### src/shared/mthc_pkg.sv
// Constants and types shared by the modem test handshake control block.
package mthc_pkg;

  // System clock and millisecond tick.
  localparam int CLK_FREQ_HZ = 25000000;
  localparam int MS_PER_S = 1000;
  localparam int MS_CLKS = CLK_FREQ_HZ / MS_PER_S;

  // Width of every millisecond counter.
  localparam int MS_W = 17;

  // Loop handshake response times in ms.
  localparam logic [16:0] RFS_OFF_MAX_MS = 17'h00032;
  localparam logic [16:0] TI_ON_MAX_MS = 17'h002BC;
  localparam logic [16:0] RFS_ON_MAX_MS = 17'h000C8;
  localparam logic [16:0] TI_OFF_MAX_MS = 17'h00064;
  localparam logic [16:0] LOOP_SETUP_MS = 17'h00014;
  localparam logic [16:0] RFS_DELAY_MS = 17'h0000A;

  // Self-test timing in ms.
  localparam logic [16:0] BUSY_ON_MAX_MS = 17'h000C8;
  localparam logic [16:0] BUSY_OFF_MAX_MS = 17'h00FA0;
  localparam logic [16:0] SELFTEST_GUARD_MS = 17'h00DAC;
  localparam logic [16:0] FAIL_MSG_MS = 17'h007D0;

  // Transmitted tone timing in ms.
  localparam logic [16:0] PWR_TONE_MS = 17'h00064;
  localparam logic [16:0] FAIL_TONE_MS = 17'h0012C;
  localparam logic [16:0] FAIL_PERIOD_MS = 17'h15F90;

  // Received tone classification windows in ms.
  localparam logic [16:0] PWR_RX_MIN_MS = 17'h00050;
  localparam logic [16:0] PWR_RX_MAX_MS = 17'h00078;
  localparam logic [16:0] FAIL_RX_MIN_MS = 17'h000F0;
  localparam logic [16:0] FAIL_RX_MAX_MS = 17'h00168;

  // Keypad lamp test time in ms.
  localparam logic [16:0] LAMP_TEST_MS = 17'h01388;

  // Self-test sequencer states.
  typedef enum logic [1:0] {
    ST_POR,
    ST_RUN,
    ST_FAILMSG,
    ST_IDLE
  } mthc_st_state_t;

  // Operator or remote command presented by the keypad display.
  typedef struct packed {
    logic remote;
    logic speed_chg;
    logic lamp_test;
  } mthc_cmd_t;

  // Command outcome flags toward the keypad display.
  typedef struct packed {
    logic accepted;
    logic not_executed;
    logic beep;
  } mthc_cmd_rsp_t;

  // Received alarm tone reports.
  typedef struct packed {
    logic pwr_off;
    logic failure;
  } mthc_alarm_t;

endpackage

### src/verilog/mthc_ms_timer.sv
// Millisecond tick divider and restartable elapsed-millisecond counter.
`timescale 1ns/100ps
`default_nettype none
module mthc_ms_timer
  import mthc_pkg::*;
#(
  parameter int CLKS_PER_MS = MS_CLKS
) (
  // Clock and reset.
  input wire logic sys_clk_i,
  input wire logic nrst_i,
  // Control.
  input wire logic restart_i,
  // Timing outputs.
  output logic ms_tick_o,
  output logic [MS_W-1:0] ms_count_o
);

  logic [15:0] div_r;

  // Divider produces a one-cycle tick each millisecond.
  always_ff @(posedge sys_clk_i) begin
    if (!nrst_i || restart_i) begin
      div_r <= 16'h0000;
      ms_tick_o <= 1'b0;
    end else if (div_r == 16'(CLKS_PER_MS - 1)) begin
      div_r <= 16'h0000;
      ms_tick_o <= 1'b1;
    end else begin
      div_r <= div_r + 16'h0001;
      ms_tick_o <= 1'b0;
    end
  end

  // Elapsed milliseconds since restart, saturating at full scale.
  always_ff @(posedge sys_clk_i) begin
    if (!nrst_i || restart_i) begin
      ms_count_o <= '0;
    end else if (ms_tick_o && (ms_count_o != '1)) begin
      ms_count_o <= ms_count_o + 17'h00001;
    end
  end

endmodule
`default_nettype wire

### src/verilog/mthc_top.sv
// Test handshake control of a line modem facing a host test adapter.
//
// Function
// Adapter sends loop data only after ready_for_sending.
// Adapter may guard handshake with 2100 ms timer.
// Request-to-send off drops ready_for_sending within 50 ms.
// Loop test request raises test_indicator within 700 ms.
// Request-to-send on raises ready_for_sending within 200 ms.
// Loop end: drop ready 50 ms, indicator 100 ms.
// Self-test preempts and suspends all other functions; the code keeps sending line tones during a self-test.
// Failure bit set on any self-test error.
// Busy bit raised only for host self-test request.
// Adapter treats failed or long busy as error.
// Busy rises within 200 ms of self-test request.
// Busy clears within 4 s after request withdrawn.
// Ignore received alarm tones during self-test.
// Local status reports only one of two tones.
// Power-off tone 100 ms, or shorter loss length.
// Failure tone 300 ms, repeated every 90 s.
// Classify received tones by their measured length.
// Loop request active rejects operator commands with beep.
// Standards mode refuses remote commands, not executed.
// Remote speed change needs remote internal clock.
// Lamp test lights every display position 5 s.
// Severe bring-up error shows failure 2 s, repeats.
// Shared millisecond timer restarted on lead transitions.
`timescale 1ns/100ps
`default_nettype none
module mthc_top
  import mthc_pkg::*;
#(
  parameter int CLKS_PER_MS = MS_CLKS
) (
  // Clock and reset.
  input wire logic sys_clk_i,
  input wire logic nrst_i,
  // Interface leads from the host test adapter.
  input wire logic rts_i,
  input wire logic loop_test_request_i,
  input wire logic self_test_req_i,
  // Interface leads toward the host test adapter.
  output logic ready_for_sending_o,
  output logic test_indicator_o,
  output logic busy_o,
  output logic failed_o,
  // Internal self-test engine.
  output logic selftest_start_o,
  input wire logic selftest_done_i,
  input wire logic selftest_err_i,
  input wire logic selftest_severe_i,
  output logic suspend_o,
  // Line tone sense and send.
  input wire logic power_loss_i,
  input wire logic hard_fail_i,
  input wire logic tone_detect_i,
  input wire logic local_status_i,
  output logic tone_tx_o,
  output mthc_alarm_t alarm_o,
  // Keypad display commands and status.
  input wire logic cmd_valid_i,
  input wire mthc_cmd_t cmd_i,
  input wire logic exit_key_i,
  input wire logic ccitt_mode_i,
  input wire logic remote_clk_internal_i,
  output mthc_cmd_rsp_t cmd_rsp_o,
  output logic reject_msg_o,
  output logic lamp_all_o,
  output logic fail_msg_o
);

  logic ms_tick;
  logic [MS_W-1:0] lead_ms;
  logic rts_d_r;
  logic tc_d_r;
  logic lead_edge;
  mthc_st_state_t st_state_r;
  logic [MS_W-1:0] st_ms_r;
  logic req_d_r;
  logic host_test_r;
  logic running;
  logic [MS_W-1:0] ptone_ms_r;
  logic [MS_W-1:0] ftone_ms_r;
  logic [MS_W-1:0] rx_ms_r;
  logic tone_d_r;
  logic alarm_lock_r;
  logic [MS_W-1:0] lamp_ms_r;

  // Lead transitions restart the shared millisecond timer.
  assign lead_edge = (rts_i != rts_d_r) ||
                     (loop_test_request_i != tc_d_r);

  mthc_ms_timer #(
    .CLKS_PER_MS(CLKS_PER_MS)
  ) u_timer (
    .sys_clk_i(sys_clk_i),
    .nrst_i(nrst_i),
    .restart_i(lead_edge),
    .ms_tick_o(ms_tick),
    .ms_count_o(lead_ms)
  );

  // Previous lead levels for edge detection.
  always_ff @(posedge sys_clk_i) begin
    if (!nrst_i) begin
      rts_d_r <= 1'b0;
      tc_d_r <= 1'b0;
      req_d_r <= 1'b0;
      tone_d_r <= 1'b0;
    end else begin
      rts_d_r <= rts_i;
      tc_d_r <= loop_test_request_i;
      req_d_r <= self_test_req_i;
      tone_d_r <= tone_detect_i;
    end
  end

  // A self-test in progress holds the loop leads, received alarms, lamp test start and command execution still.
  assign running = (st_state_r != ST_IDLE);

  // Ready-for-sending falls at once with request-to-send and rises after
  // the configured delay; the adapter waits for it before looping data.
  always_ff @(posedge sys_clk_i) begin
    if (!nrst_i) begin
      ready_for_sending_o <= 1'b0;
    end else if (running || !rts_i) begin
      ready_for_sending_o <= 1'b0;
    end else if (lead_ms >= RFS_DELAY_MS) begin
      ready_for_sending_o <= 1'b1;
    end
  end

  // Test indicator follows the loop test request after the loop setup
  // time, and drops at once when the request is released.
  always_ff @(posedge sys_clk_i) begin
    if (!nrst_i) begin
      test_indicator_o <= 1'b0;
    end else if (running || !loop_test_request_i) begin
      test_indicator_o <= 1'b0;
    end else if (lead_ms >= LOOP_SETUP_MS) begin
      test_indicator_o <= 1'b1;
    end
  end

  // Self-test sequencer: bring-up test after reset, then host requests.
  always_ff @(posedge sys_clk_i) begin
    if (!nrst_i) begin
      st_state_r <= ST_POR;
      st_ms_r <= '0;
      host_test_r <= 1'b0;
      selftest_start_o <= 1'b0;
      fail_msg_o <= 1'b0;
    end else begin
      selftest_start_o <= 1'b0;
      case (st_state_r)
        ST_POR: begin
          st_state_r <= ST_RUN;
          st_ms_r <= '0;
          host_test_r <= 1'b0;
          selftest_start_o <= 1'b1;
        end
        ST_RUN: begin
          if (ms_tick && (st_ms_r != '1)) begin
            st_ms_r <= st_ms_r + 17'h00001;
          end
          if (selftest_done_i || (st_ms_r >= SELFTEST_GUARD_MS)) begin
            st_ms_r <= '0;
            if (!host_test_r && selftest_severe_i && selftest_done_i) begin
              st_state_r <= ST_FAILMSG;
              fail_msg_o <= 1'b1;
            end else begin
              st_state_r <= ST_IDLE;
            end
          end
        end
        ST_FAILMSG: begin
          if (ms_tick) begin
            st_ms_r <= st_ms_r + 17'h00001;
          end
          if (st_ms_r >= FAIL_MSG_MS) begin
            fail_msg_o <= 1'b0;
            st_state_r <= ST_POR;
          end
        end
        ST_IDLE: begin
          if (self_test_req_i && !req_d_r) begin
            st_state_r <= ST_RUN;
            st_ms_r <= '0;
            host_test_r <= 1'b1;
            selftest_start_o <= 1'b1;
          end
        end
        default: begin
          st_state_r <= ST_POR;
        end
      endcase
    end
  end

  // Suspend flag toward the rest of the modem.
  always_ff @(posedge sys_clk_i) begin
    if (!nrst_i) begin
      suspend_o <= 1'b1;
    end else begin
      suspend_o <= running || (st_state_r == ST_POR);
    end
  end

  // Busy rises on the next cycle of a host request and clears once the
  // test is over and the request has been withdrawn.
  always_ff @(posedge sys_clk_i) begin
    if (!nrst_i) begin
      busy_o <= 1'b0;
    end else if ((st_state_r == ST_IDLE) && self_test_req_i && !req_d_r) begin
      busy_o <= 1'b1;
    end else if ((st_state_r == ST_IDLE) && !self_test_req_i) begin
      busy_o <= 1'b0;
    end
  end

  // Failure bit set by any test error or guard expiry, cleared only when
  // a fresh host test starts.
  always_ff @(posedge sys_clk_i) begin
    if (!nrst_i) begin
      failed_o <= 1'b0;
    end else if ((st_state_r == ST_RUN) &&
                 ((selftest_done_i && selftest_err_i) ||
                  (st_ms_r >= SELFTEST_GUARD_MS))) begin
      failed_o <= 1'b1;
    end else if ((st_state_r == ST_IDLE) && self_test_req_i && !req_d_r) begin
      failed_o <= 1'b0;
    end
  end

  // Power-off tone lasts as long as the loss, capped at its full length.
  always_ff @(posedge sys_clk_i) begin
    if (!nrst_i || !power_loss_i) begin
      ptone_ms_r <= '0;
    end else if (ms_tick && (ptone_ms_r < PWR_TONE_MS)) begin
      ptone_ms_r <= ptone_ms_r + 17'h00001;
    end
  end

  // Failure tone period counter, free running while the fault stands.
  always_ff @(posedge sys_clk_i) begin
    if (!nrst_i || !hard_fail_i) begin
      ftone_ms_r <= '0;
    end else if (ms_tick) begin
      if (ftone_ms_r >= FAIL_PERIOD_MS - 17'h00001) begin
        ftone_ms_r <= '0;
      end else begin
        ftone_ms_r <= ftone_ms_r + 17'h00001;
      end
    end
  end

  // Tone output; the power-off tone wins over the failure tone.
  always_ff @(posedge sys_clk_i) begin
    if (!nrst_i) begin
      tone_tx_o <= 1'b0;
    end else if (power_loss_i) begin
      tone_tx_o <= (ptone_ms_r < PWR_TONE_MS);
    end else begin
      tone_tx_o <= hard_fail_i && (ftone_ms_r < FAIL_TONE_MS);
    end
  end

  // Received tone length in ms, measured while the tone stands.
  always_ff @(posedge sys_clk_i) begin
    if (!nrst_i || !tone_detect_i) begin
      rx_ms_r <= '0;
    end else if (ms_tick && (rx_ms_r != '1)) begin
      rx_ms_r <= rx_ms_r + 17'h00001;
    end
  end

  // Lock that lets only one alarm through per local status operation.
  always_ff @(posedge sys_clk_i) begin
    if (!nrst_i || !local_status_i) begin
      alarm_lock_r <= 1'b0;
    end else if (alarm_o.pwr_off || alarm_o.failure) begin
      alarm_lock_r <= 1'b1;
    end
  end

  // Classify each tone at its end; ignored during a self-test.
  always_ff @(posedge sys_clk_i) begin
    if (!nrst_i) begin
      alarm_o <= '0;
    end else begin
      alarm_o <= '0;
      if (tone_d_r && !tone_detect_i && !running && !alarm_lock_r) begin
        if ((rx_ms_r >= PWR_RX_MIN_MS) && (rx_ms_r <= PWR_RX_MAX_MS)) begin
          alarm_o.pwr_off <= 1'b1;
        end else if ((rx_ms_r >= FAIL_RX_MIN_MS) &&
                     (rx_ms_r <= FAIL_RX_MAX_MS)) begin
          alarm_o.failure <= 1'b1;
        end
      end
    end
  end

  // Command decode: one-cycle outcome pulses, no effect on data.
  always_ff @(posedge sys_clk_i) begin
    if (!nrst_i) begin
      cmd_rsp_o <= '0;
    end else begin
      cmd_rsp_o <= '0;
      if (cmd_valid_i) begin
        if (loop_test_request_i) begin
          cmd_rsp_o.beep <= 1'b1;
        end else if (running) begin
          cmd_rsp_o.not_executed <= 1'b1;
        end else if (cmd_i.remote && ccitt_mode_i) begin
          cmd_rsp_o.not_executed <= 1'b1;
        end else if (cmd_i.remote && cmd_i.speed_chg &&
                     !remote_clk_internal_i) begin
          cmd_rsp_o.not_executed <= 1'b1;
        end else begin
          cmd_rsp_o.accepted <= 1'b1;
        end
      end
    end
  end

  // Busy-with-loop message held until the exit key is pressed.
  always_ff @(posedge sys_clk_i) begin
    if (!nrst_i) begin
      reject_msg_o <= 1'b0;
    end else if (cmd_valid_i && loop_test_request_i) begin
      reject_msg_o <= 1'b1;
    end else if (exit_key_i) begin
      reject_msg_o <= 1'b0;
    end
  end

  // Lamp test counter runs while every position is lit.
  always_ff @(posedge sys_clk_i) begin
    if (!nrst_i) begin
      lamp_ms_r <= '0;
      lamp_all_o <= 1'b0;
    end else if (cmd_valid_i && cmd_i.lamp_test && !cmd_i.remote &&
                 !loop_test_request_i && !running) begin
      lamp_ms_r <= '0;
      lamp_all_o <= 1'b1;
    end else if (lamp_all_o) begin
      if (lamp_ms_r >= LAMP_TEST_MS) begin
        lamp_all_o <= 1'b0;
      end else if (ms_tick) begin
        lamp_ms_r <= lamp_ms_r + 17'h00001;
      end
    end
  end

endmodule
`default_nettype wire
### config.mk
export PLATFORM = sky130hd
export DESIGN_NAME = mthc_top
export DESIGN_NICKNAME = d
export VERILOG_FILES = /design/src/shared/mthc_pkg.sv /design/src/verilog/mthc_ms_timer.sv /design/src/verilog/mthc_top.sv
export SDC_FILE = /design/constraint.sdc
export NUM_CORES = 1
export LEC_CHECK = 0
export BUFFER_PORTS_ARGS = -buffer_cell sky130_fd_sc_hd__buf_2
export CAP_MARGIN = 20
export CORE_MARGIN = 2
export CORE_UTILIZATION = 35
export CTS_CLUSTER_SIZE = 14
export DETAILED_ROUTE_END_ITERATION = 10
export SLEW_MARGIN = 15
export SYNTH_ARGS = -nofsm -noshare
export SYNTH_HDL_FRONTEND = slang
export SYNTH_SLANG_ARGS = --single-unit
### constraint.sdc
create_clock -name sys_clk_i -period 3.3 [get_ports sys_clk_i]
set_clock_uncertainty 0.1 [all_clocks]
set_input_delay 0.495 -clock sys_clk_i [delete_from_list [all_inputs] [get_ports sys_clk_i]]
set_output_delay 0.495 -clock sys_clk_i [all_outputs]
set_load 0.005 [all_outputs]
# ---- Yosys cells after proc, flatten, opt, wreduce, memory -nomap -nowiden
# Cells that the tools add are included.
dict set report word_totals {
  regBits 142
  romBits 0
  n_memories 0
  out_inout_bits 15
  elab_cells 178
  inputBits 19
  ram_bits 0
  latchBits 0
}
dict set report op_classes {
  n_reduce_logical 72
  shifts 0
  addsub 7
  eq_ne 16
  multipliers 0
  n_lt_le_gt_ge 12
  n_mux 37
  bitwise 4
  div_mod_pow 0
}
# operator count
set op_table {}
lappend op_table {{$add 17x1->17 const B} 6}
lappend op_table {{$mux 17} 5}
lappend op_table {{$pmux 17 s4} 1}
lappend op_table {{$ne 17x17->1 const B} 3}
lappend op_table {{$logic_and 1x1->1} 26}
lappend op_table {{$mux 1} 24}
lappend op_table {{$ge 17x11->1 const B} 1}
lappend op_table {{$ge 17x12->1 const B} 1}
lappend op_table {{$ge 17x13->1 const B} 1}
lappend op_table {{$ge 17x17->1 const B} 1}
lappend op_table {{$ge 17x4->1 const B} 1}
lappend op_table {{$ge 17x5->1 const B} 1}
lappend op_table {{$ge 17x7->1 const B} 1}
lappend op_table {{$ge 17x8->1 const B} 1}
lappend op_table {{$le 17x7->1 const B} 1}
lappend op_table {{$le 17x9->1 const B} 1}
lappend op_table {{$lt 17x7->1 const B} 1}
lappend op_table {{$lt 17x9->1 const B} 1}
lappend op_table {{$add 16x1->16 const B} 1}
lappend op_table {{$eq 16x15->1 const B} 1}
lappend op_table {{$logic_not 1->1} 14}
lappend op_table {{$logic_or 1x1->1} 12}
lappend op_table {{$ne 2x2->1 const B} 5}
lappend op_table {{$reduce_bool 2->1} 5}
lappend op_table {{16 further kinds} 33}

# ---- Logic depth before layout (Yosys ltp)
dict set report logic_depth {
  word_depth 6
  ltp_mapped 11
  ltp_nobuf 10
}

# ---- Hierarchy
# Synthesis repeated with hierarchy kept, for this count alone.
dict set report unflattened {
  cells_unflattened 762
  hier_area_um2 6503.7
}
# mod instances cells_per_inst area_each_um2 seq_area_each_um2
set modules_own_cells {}
lappend modules_own_cells {mthc_top 1 593 4999.8 2162.1}
lappend modules_own_cells {mthc_ms_timer 1 169 1503.9 680.7}

# ---- Worst setup path after synthesis
# OpenSTA, ideal clock, no wires.
dict set report synth_timing {
  path_type {reg-to-reg}
  from {register st_ms_r[1]}
  to {register st_ms_r[15]}
  t_required_ns 3.121
  period_less_slack_ns 2.439
  setup_ns 0.079
  path_stages_with_launch 12
  path_buffers 1
  t_arrival_ns 2.261
  slack_ns 0.861
  cell_sequence {dfxtp_1 -> ha_1 -> nand3_1 -> nor3_1 -> nand3_1 -> nor3_1 -> ha_1 -> a41o_1 -> a31o_2 -> a22oi_1 -> buf_2 -> o211ai_1}
}
dict set report synth_via {
  elab_chain_cells 4
  word_cells_on_any_way 11
  classes_between {add/sub (1); order compare (1); eq/ne (2); mux (4); reduce/logical (3)}
}
# element line_no
set synth_rtl {}
lappend synth_rtl {{from (decl)} mthc_top.sv:77} ;# logic [MS_W-1:0] st_ms_r;
lappend synth_rtl {{from (signal assigned)} mthc_top.sv:163} ;# st_ms_r <= st_ms_r + 17'h00001;
lappend synth_rtl {{from (signal assigned)} mthc_top.sv:177} ;# st_ms_r <= st_ms_r + 17'h00001;
lappend synth_rtl {{$add 17x1->17, or another cell as far along} {mthc_top.sv:163, mthc_top.sv:177}}
lappend synth_rtl {{$mux 17, or another cell as far along} mthc_top.sv:162} ;# if (ms_tick && (st_ms_r != '1)) begin
lappend synth_rtl {{$mux 17 / $ne 3x3->1 (equally long branches)} --}
lappend synth_rtl {{$pmux 17 s4 / $reduce_and 3->1 (equally long branches)} --}
# Parallel ways exist; a longest one is shown, timed or not. The select of a mux whose other input is x is not followed.
# A chain may end at the register's enable or synchronous reset.

# ---- Worst setup path after layout
dict set report layout_timing {
  from {register st_ms_r[1]}
  to {register st_ms_r[8]}
}
# The elaborated chain is that of the path after synthesis.

==> summary.txt <==
Run status
  – Status: completed

Worst setup path
  – CP peak stage delay: between 0.4 and 0.5 ns
  – Worst setup path category: reg -> reg
  – CP Launch Type: register
  – Worst path bufs/invs: 1
  – Data required time of the worst path: approximately 3.5 ns
  – Worst Setup End Kind: register
  – CP Cell Sequence: ha_1 -> nand3_1 -> nor3_1 -> nand3_1 -> nor3_1 -> ha_1 -> a41o_1 -> a31o_2 -> a22oi_1 -> buf_4 -> a31oi_1
  – CP Max Fanout: 9
  – Crit path DAT: around 3.2 ns
  – CP max stage cell: nor3_1
  – Cell family with most CP delay: simple AND/OR/NAND/NOR gates

Pwr
  – Combinational cell fraction of total power: between 7 and 8%
  – Peak supply drop: ~0.00033 V
  – Clock share of power: between 40 and 50%
  – Int Pwr: 0.00315 W
  – Sw Share: a little under a quarter
  – Sequential power share: between 40 and 50%
  – Overall power: roughly 0.0041 W
  – P_leak: 2.76 nW
  – Power Dens Cells: approximately 540 nW/um^2
  – Sw Pwr: between 0.0009 and 0.001 W

Placed design
  – Gpl congestion: slightly above 0.8
  – I/O Buffers: 33
  – Hpwl dp: 9360 um

Run
  – Max-cap check violation count: 0

Timing
  – Setup TNS: 0 ns
  – FMAX: between 0.3 and 0.4 GHz
  – RSZ-0062 raised after global routing: no
  – Fin crit period: 2.95 ns
  – Worst-Margin Slew: 0.791 ns
  – Final hold violation count: 0
  – Final period util: between 80% and 90%
  – Final setup viols: 0
  – Max Slew Vio Count: 0
  – Max_slew headroom: between 40% and 50%

Floorplan
  – Starting Density: approximately a third
  – Die H: approximately 140 um
  – Rows: 50
  – Die span in x: 141 um
  – Core box area: 18600 um^2
  – IO Count: 34
  – Die area: just under 20000 um^2

Drt
  – Drt initial violations: 269
  – ANT nets after route: 0
  – DRC violations left: 0
  – Met3 WL: about 460 um
  – Drt first pass iters: 4
  – Vias: roughly 5200
  – Met2 WL post-DR: around 6000 um
  – WL met1: 6930 um
  – Max layer used: met4
  – Drt via density: slightly above 5
  – Routed WL: 13400 um
  – DR WL/cell: approximately 13 um

Cells and area
  – Commonest non-fill, non-tap cell in the layout: dfxtp_1
  – Layout cell share with drive strength beyond 1: between 10% and 20%
  – P&R area growth vs syn: 15.4%
  – Most frequent cells in the layout: dfxtp_1 (142), nor2_1 (116), nand2_1 (68)
  – Fin nets: ~830

Clocking
  – Hold Buf Count CTS: 0
  – Clk Latency, worst-skew pair: between 0.4 and 0.5 ns
  – Resize count post-CTS: 0
  – Clock buffer depth: 2
  – Worst-path clk slew: ~0.060 ns
  – Setup bufs post-CTS: 0
  – Root Buffer: clkbuf_16
  – Htree depth: 4
  – TritonCTS buffer count: 17
  – CTS tree: yes
  – CTS Sinks: about 140

Global routing
  – Global Route Usage Sum: between 10% and 20%
  – First-pass GRT wire length: 22700 um
  – Total gr overflow: 0
  – Initial antenna violation count: 1
  – Largest net degree at the start of global routing: 20
  – Number of global-route vias before repair: roughly 4700

Logic synthesis
  – Yosys warning total: 0
  – Synthesized Nets: ~800
  – Post-synth top area share: 43.3%
  – Synthesized area per cell: ~8.7 um^2
  – Primary FF master, synth: dfxtp_1
  – EDFF count, synth: 0
  – Fraction of registers with async set/reset: 0%
  – Synth area leader: dfxtp_1
  – Cells after Synth: around 760
  – Synth cell types: 65
  – Synthesized area: ~6600 um^2
  – #FFs+latches synth: 142
  – Fraction of the yosys area taken by sequential cells: between 40% and 50%
  – Synth area leaders: dfxtp_1 (43%), nor2_1 (6.6%), xor2_1 (4.8%)

Min path
  – Hold Path Class: in -> reg
-- final cells by class --
type,instances,area [um^2]
Fill cell,1848,11000
Multi-Input combinational cell,553,3450
Sequential cell,142,2840
Clock buffer,18,439
Tap cell,234,293
Timing Repair Buffer,41,225
Clock inverter,14,191
Inverter,35,131
Antenna cell,1,2.50
-- layer usage --
layer / vias to the layer above / GRT usage, %
li1: 2745 / -
met1: 2407 / 19.1
met2: 70 / 21.1
met3: 9 / 3.70
met4: 0 / 4.68
met5: - / 0
-- registers in the layout, indices dropped and copies added, names as in the netlist, 2 cells and up --
register,count
alarm_o,2
rx_ms_r,17
cmd_rsp_o,3
u_timer.ms_count_o,17
ptone_ms_r,17
lamp_ms_r,17
st_ms_r,17
ftone_ms_r,17
u_timer.div_r,16
st_state_r,2
-- worst register-to-register path: stages, from the launching register on --
cell	delay (ns)
dfxtp_1	0.37
ha_1	0.19
nand3_1	0.19
nor3_1	0.44
nand3_1	0.16
nor3_1	0.27
ha_1	0.25
a41o_1	0.20
a31o_2	0.12
a22oi_1	0.17
buf_4	0.25
a31oi_1	0.16
-- power groups by stage --
stage / logic, W / registers (W) / clock network (W)
after floorplan: 0.000219 / 0.00180 / 0
after global placement: 0.000305 / 0.00180 / 0
after detailed placement: 0.000305 / 0.00180 / 0
after CTS: 0.000309 / 0.00177 / 0.00207
after global routing: 0.000345 / 0.00177 / 0.00216
final: 0.000312 / 0.00177 / 0.00202
-- cell families after synthesis --
kind of cell,Yosys count,share of synthesized area [%]
xor+xnor,68,9.07
mux,6,0.915
flops,142,43.3
simple gates,341,25.3
fa+ha+maj,19,3.62
buf+inv,62,4.12
compound gates,119,13.7
-- stage by stage --
stage	hold WS [ns]	area, um^2	cells	worst slack, ns	utilization [%]
after floorplan	0.318	6560	757	0.861	-
after global placement	0.327	6940	1004	0.299	37.3
after detailed placement	0.340	6940	1004	0.231	37.3
after CTS	0.142	7570	1036	0.218	40.7
after global routing	0.150	7570	1037	0.0716	40.8
final	0.160	7580	1038	0.349	40.8
-- synth_stat cells, drive strengths merged, types with 2 or more instances --
| cell | number |
|---|---|
| a2111oi | 7 |
| a211o | 2 |
| a211oi | 11 |
| a21o | 5 |
| a21oi | 17 |
| a22oi | 2 |
| a31o | 3 |
| a31oi | 25 |
| a41o | 4 |
| a41oi | 6 |
| and2 | 13 |
| and3 | 20 |
| and4 | 4 |
| buf | 13 |
| clkbuf | 14 |
| dfxtp | 142 |
| ha | 19 |
| inv | 35 |
| mux2i | 6 |
| nand2 | 68 |
| nand2b | 6 |
| nand3 | 36 |
| nand3b | 2 |
| nand4 | 25 |
| nand4b | 2 |
| nor2 | 116 |
| nor2b | 2 |
| nor3 | 16 |
| nor4 | 16 |
| nor4b | 2 |
| o2111ai | 2 |
| o211a | 3 |
| o211ai | 4 |
| o21a | 4 |
| o21ai | 12 |
| o21bai | 2 |
| o311ai | 3 |
| or3 | 6 |
| or4 | 4 |
| xnor2 | 32 |
| xor2 | 36 |
-- final timing paths --
path | depth (start not counted) | slack, ns | startpoint | endpoint
hold reg to reg | 1 | 0.34 | u_timer.div_r[0] | u_timer.div_r[0]
setup / recovery | 11 | 0.35 | st_ms_r[1] | st_ms_r[8]
setup reg to reg | 11 | 0.35 | st_ms_r[1] | st_ms_r[8]
hold / removal | 2 | 0.16 | exit_key_i | reject_msg_o
(Power assumes the default switching activity.)
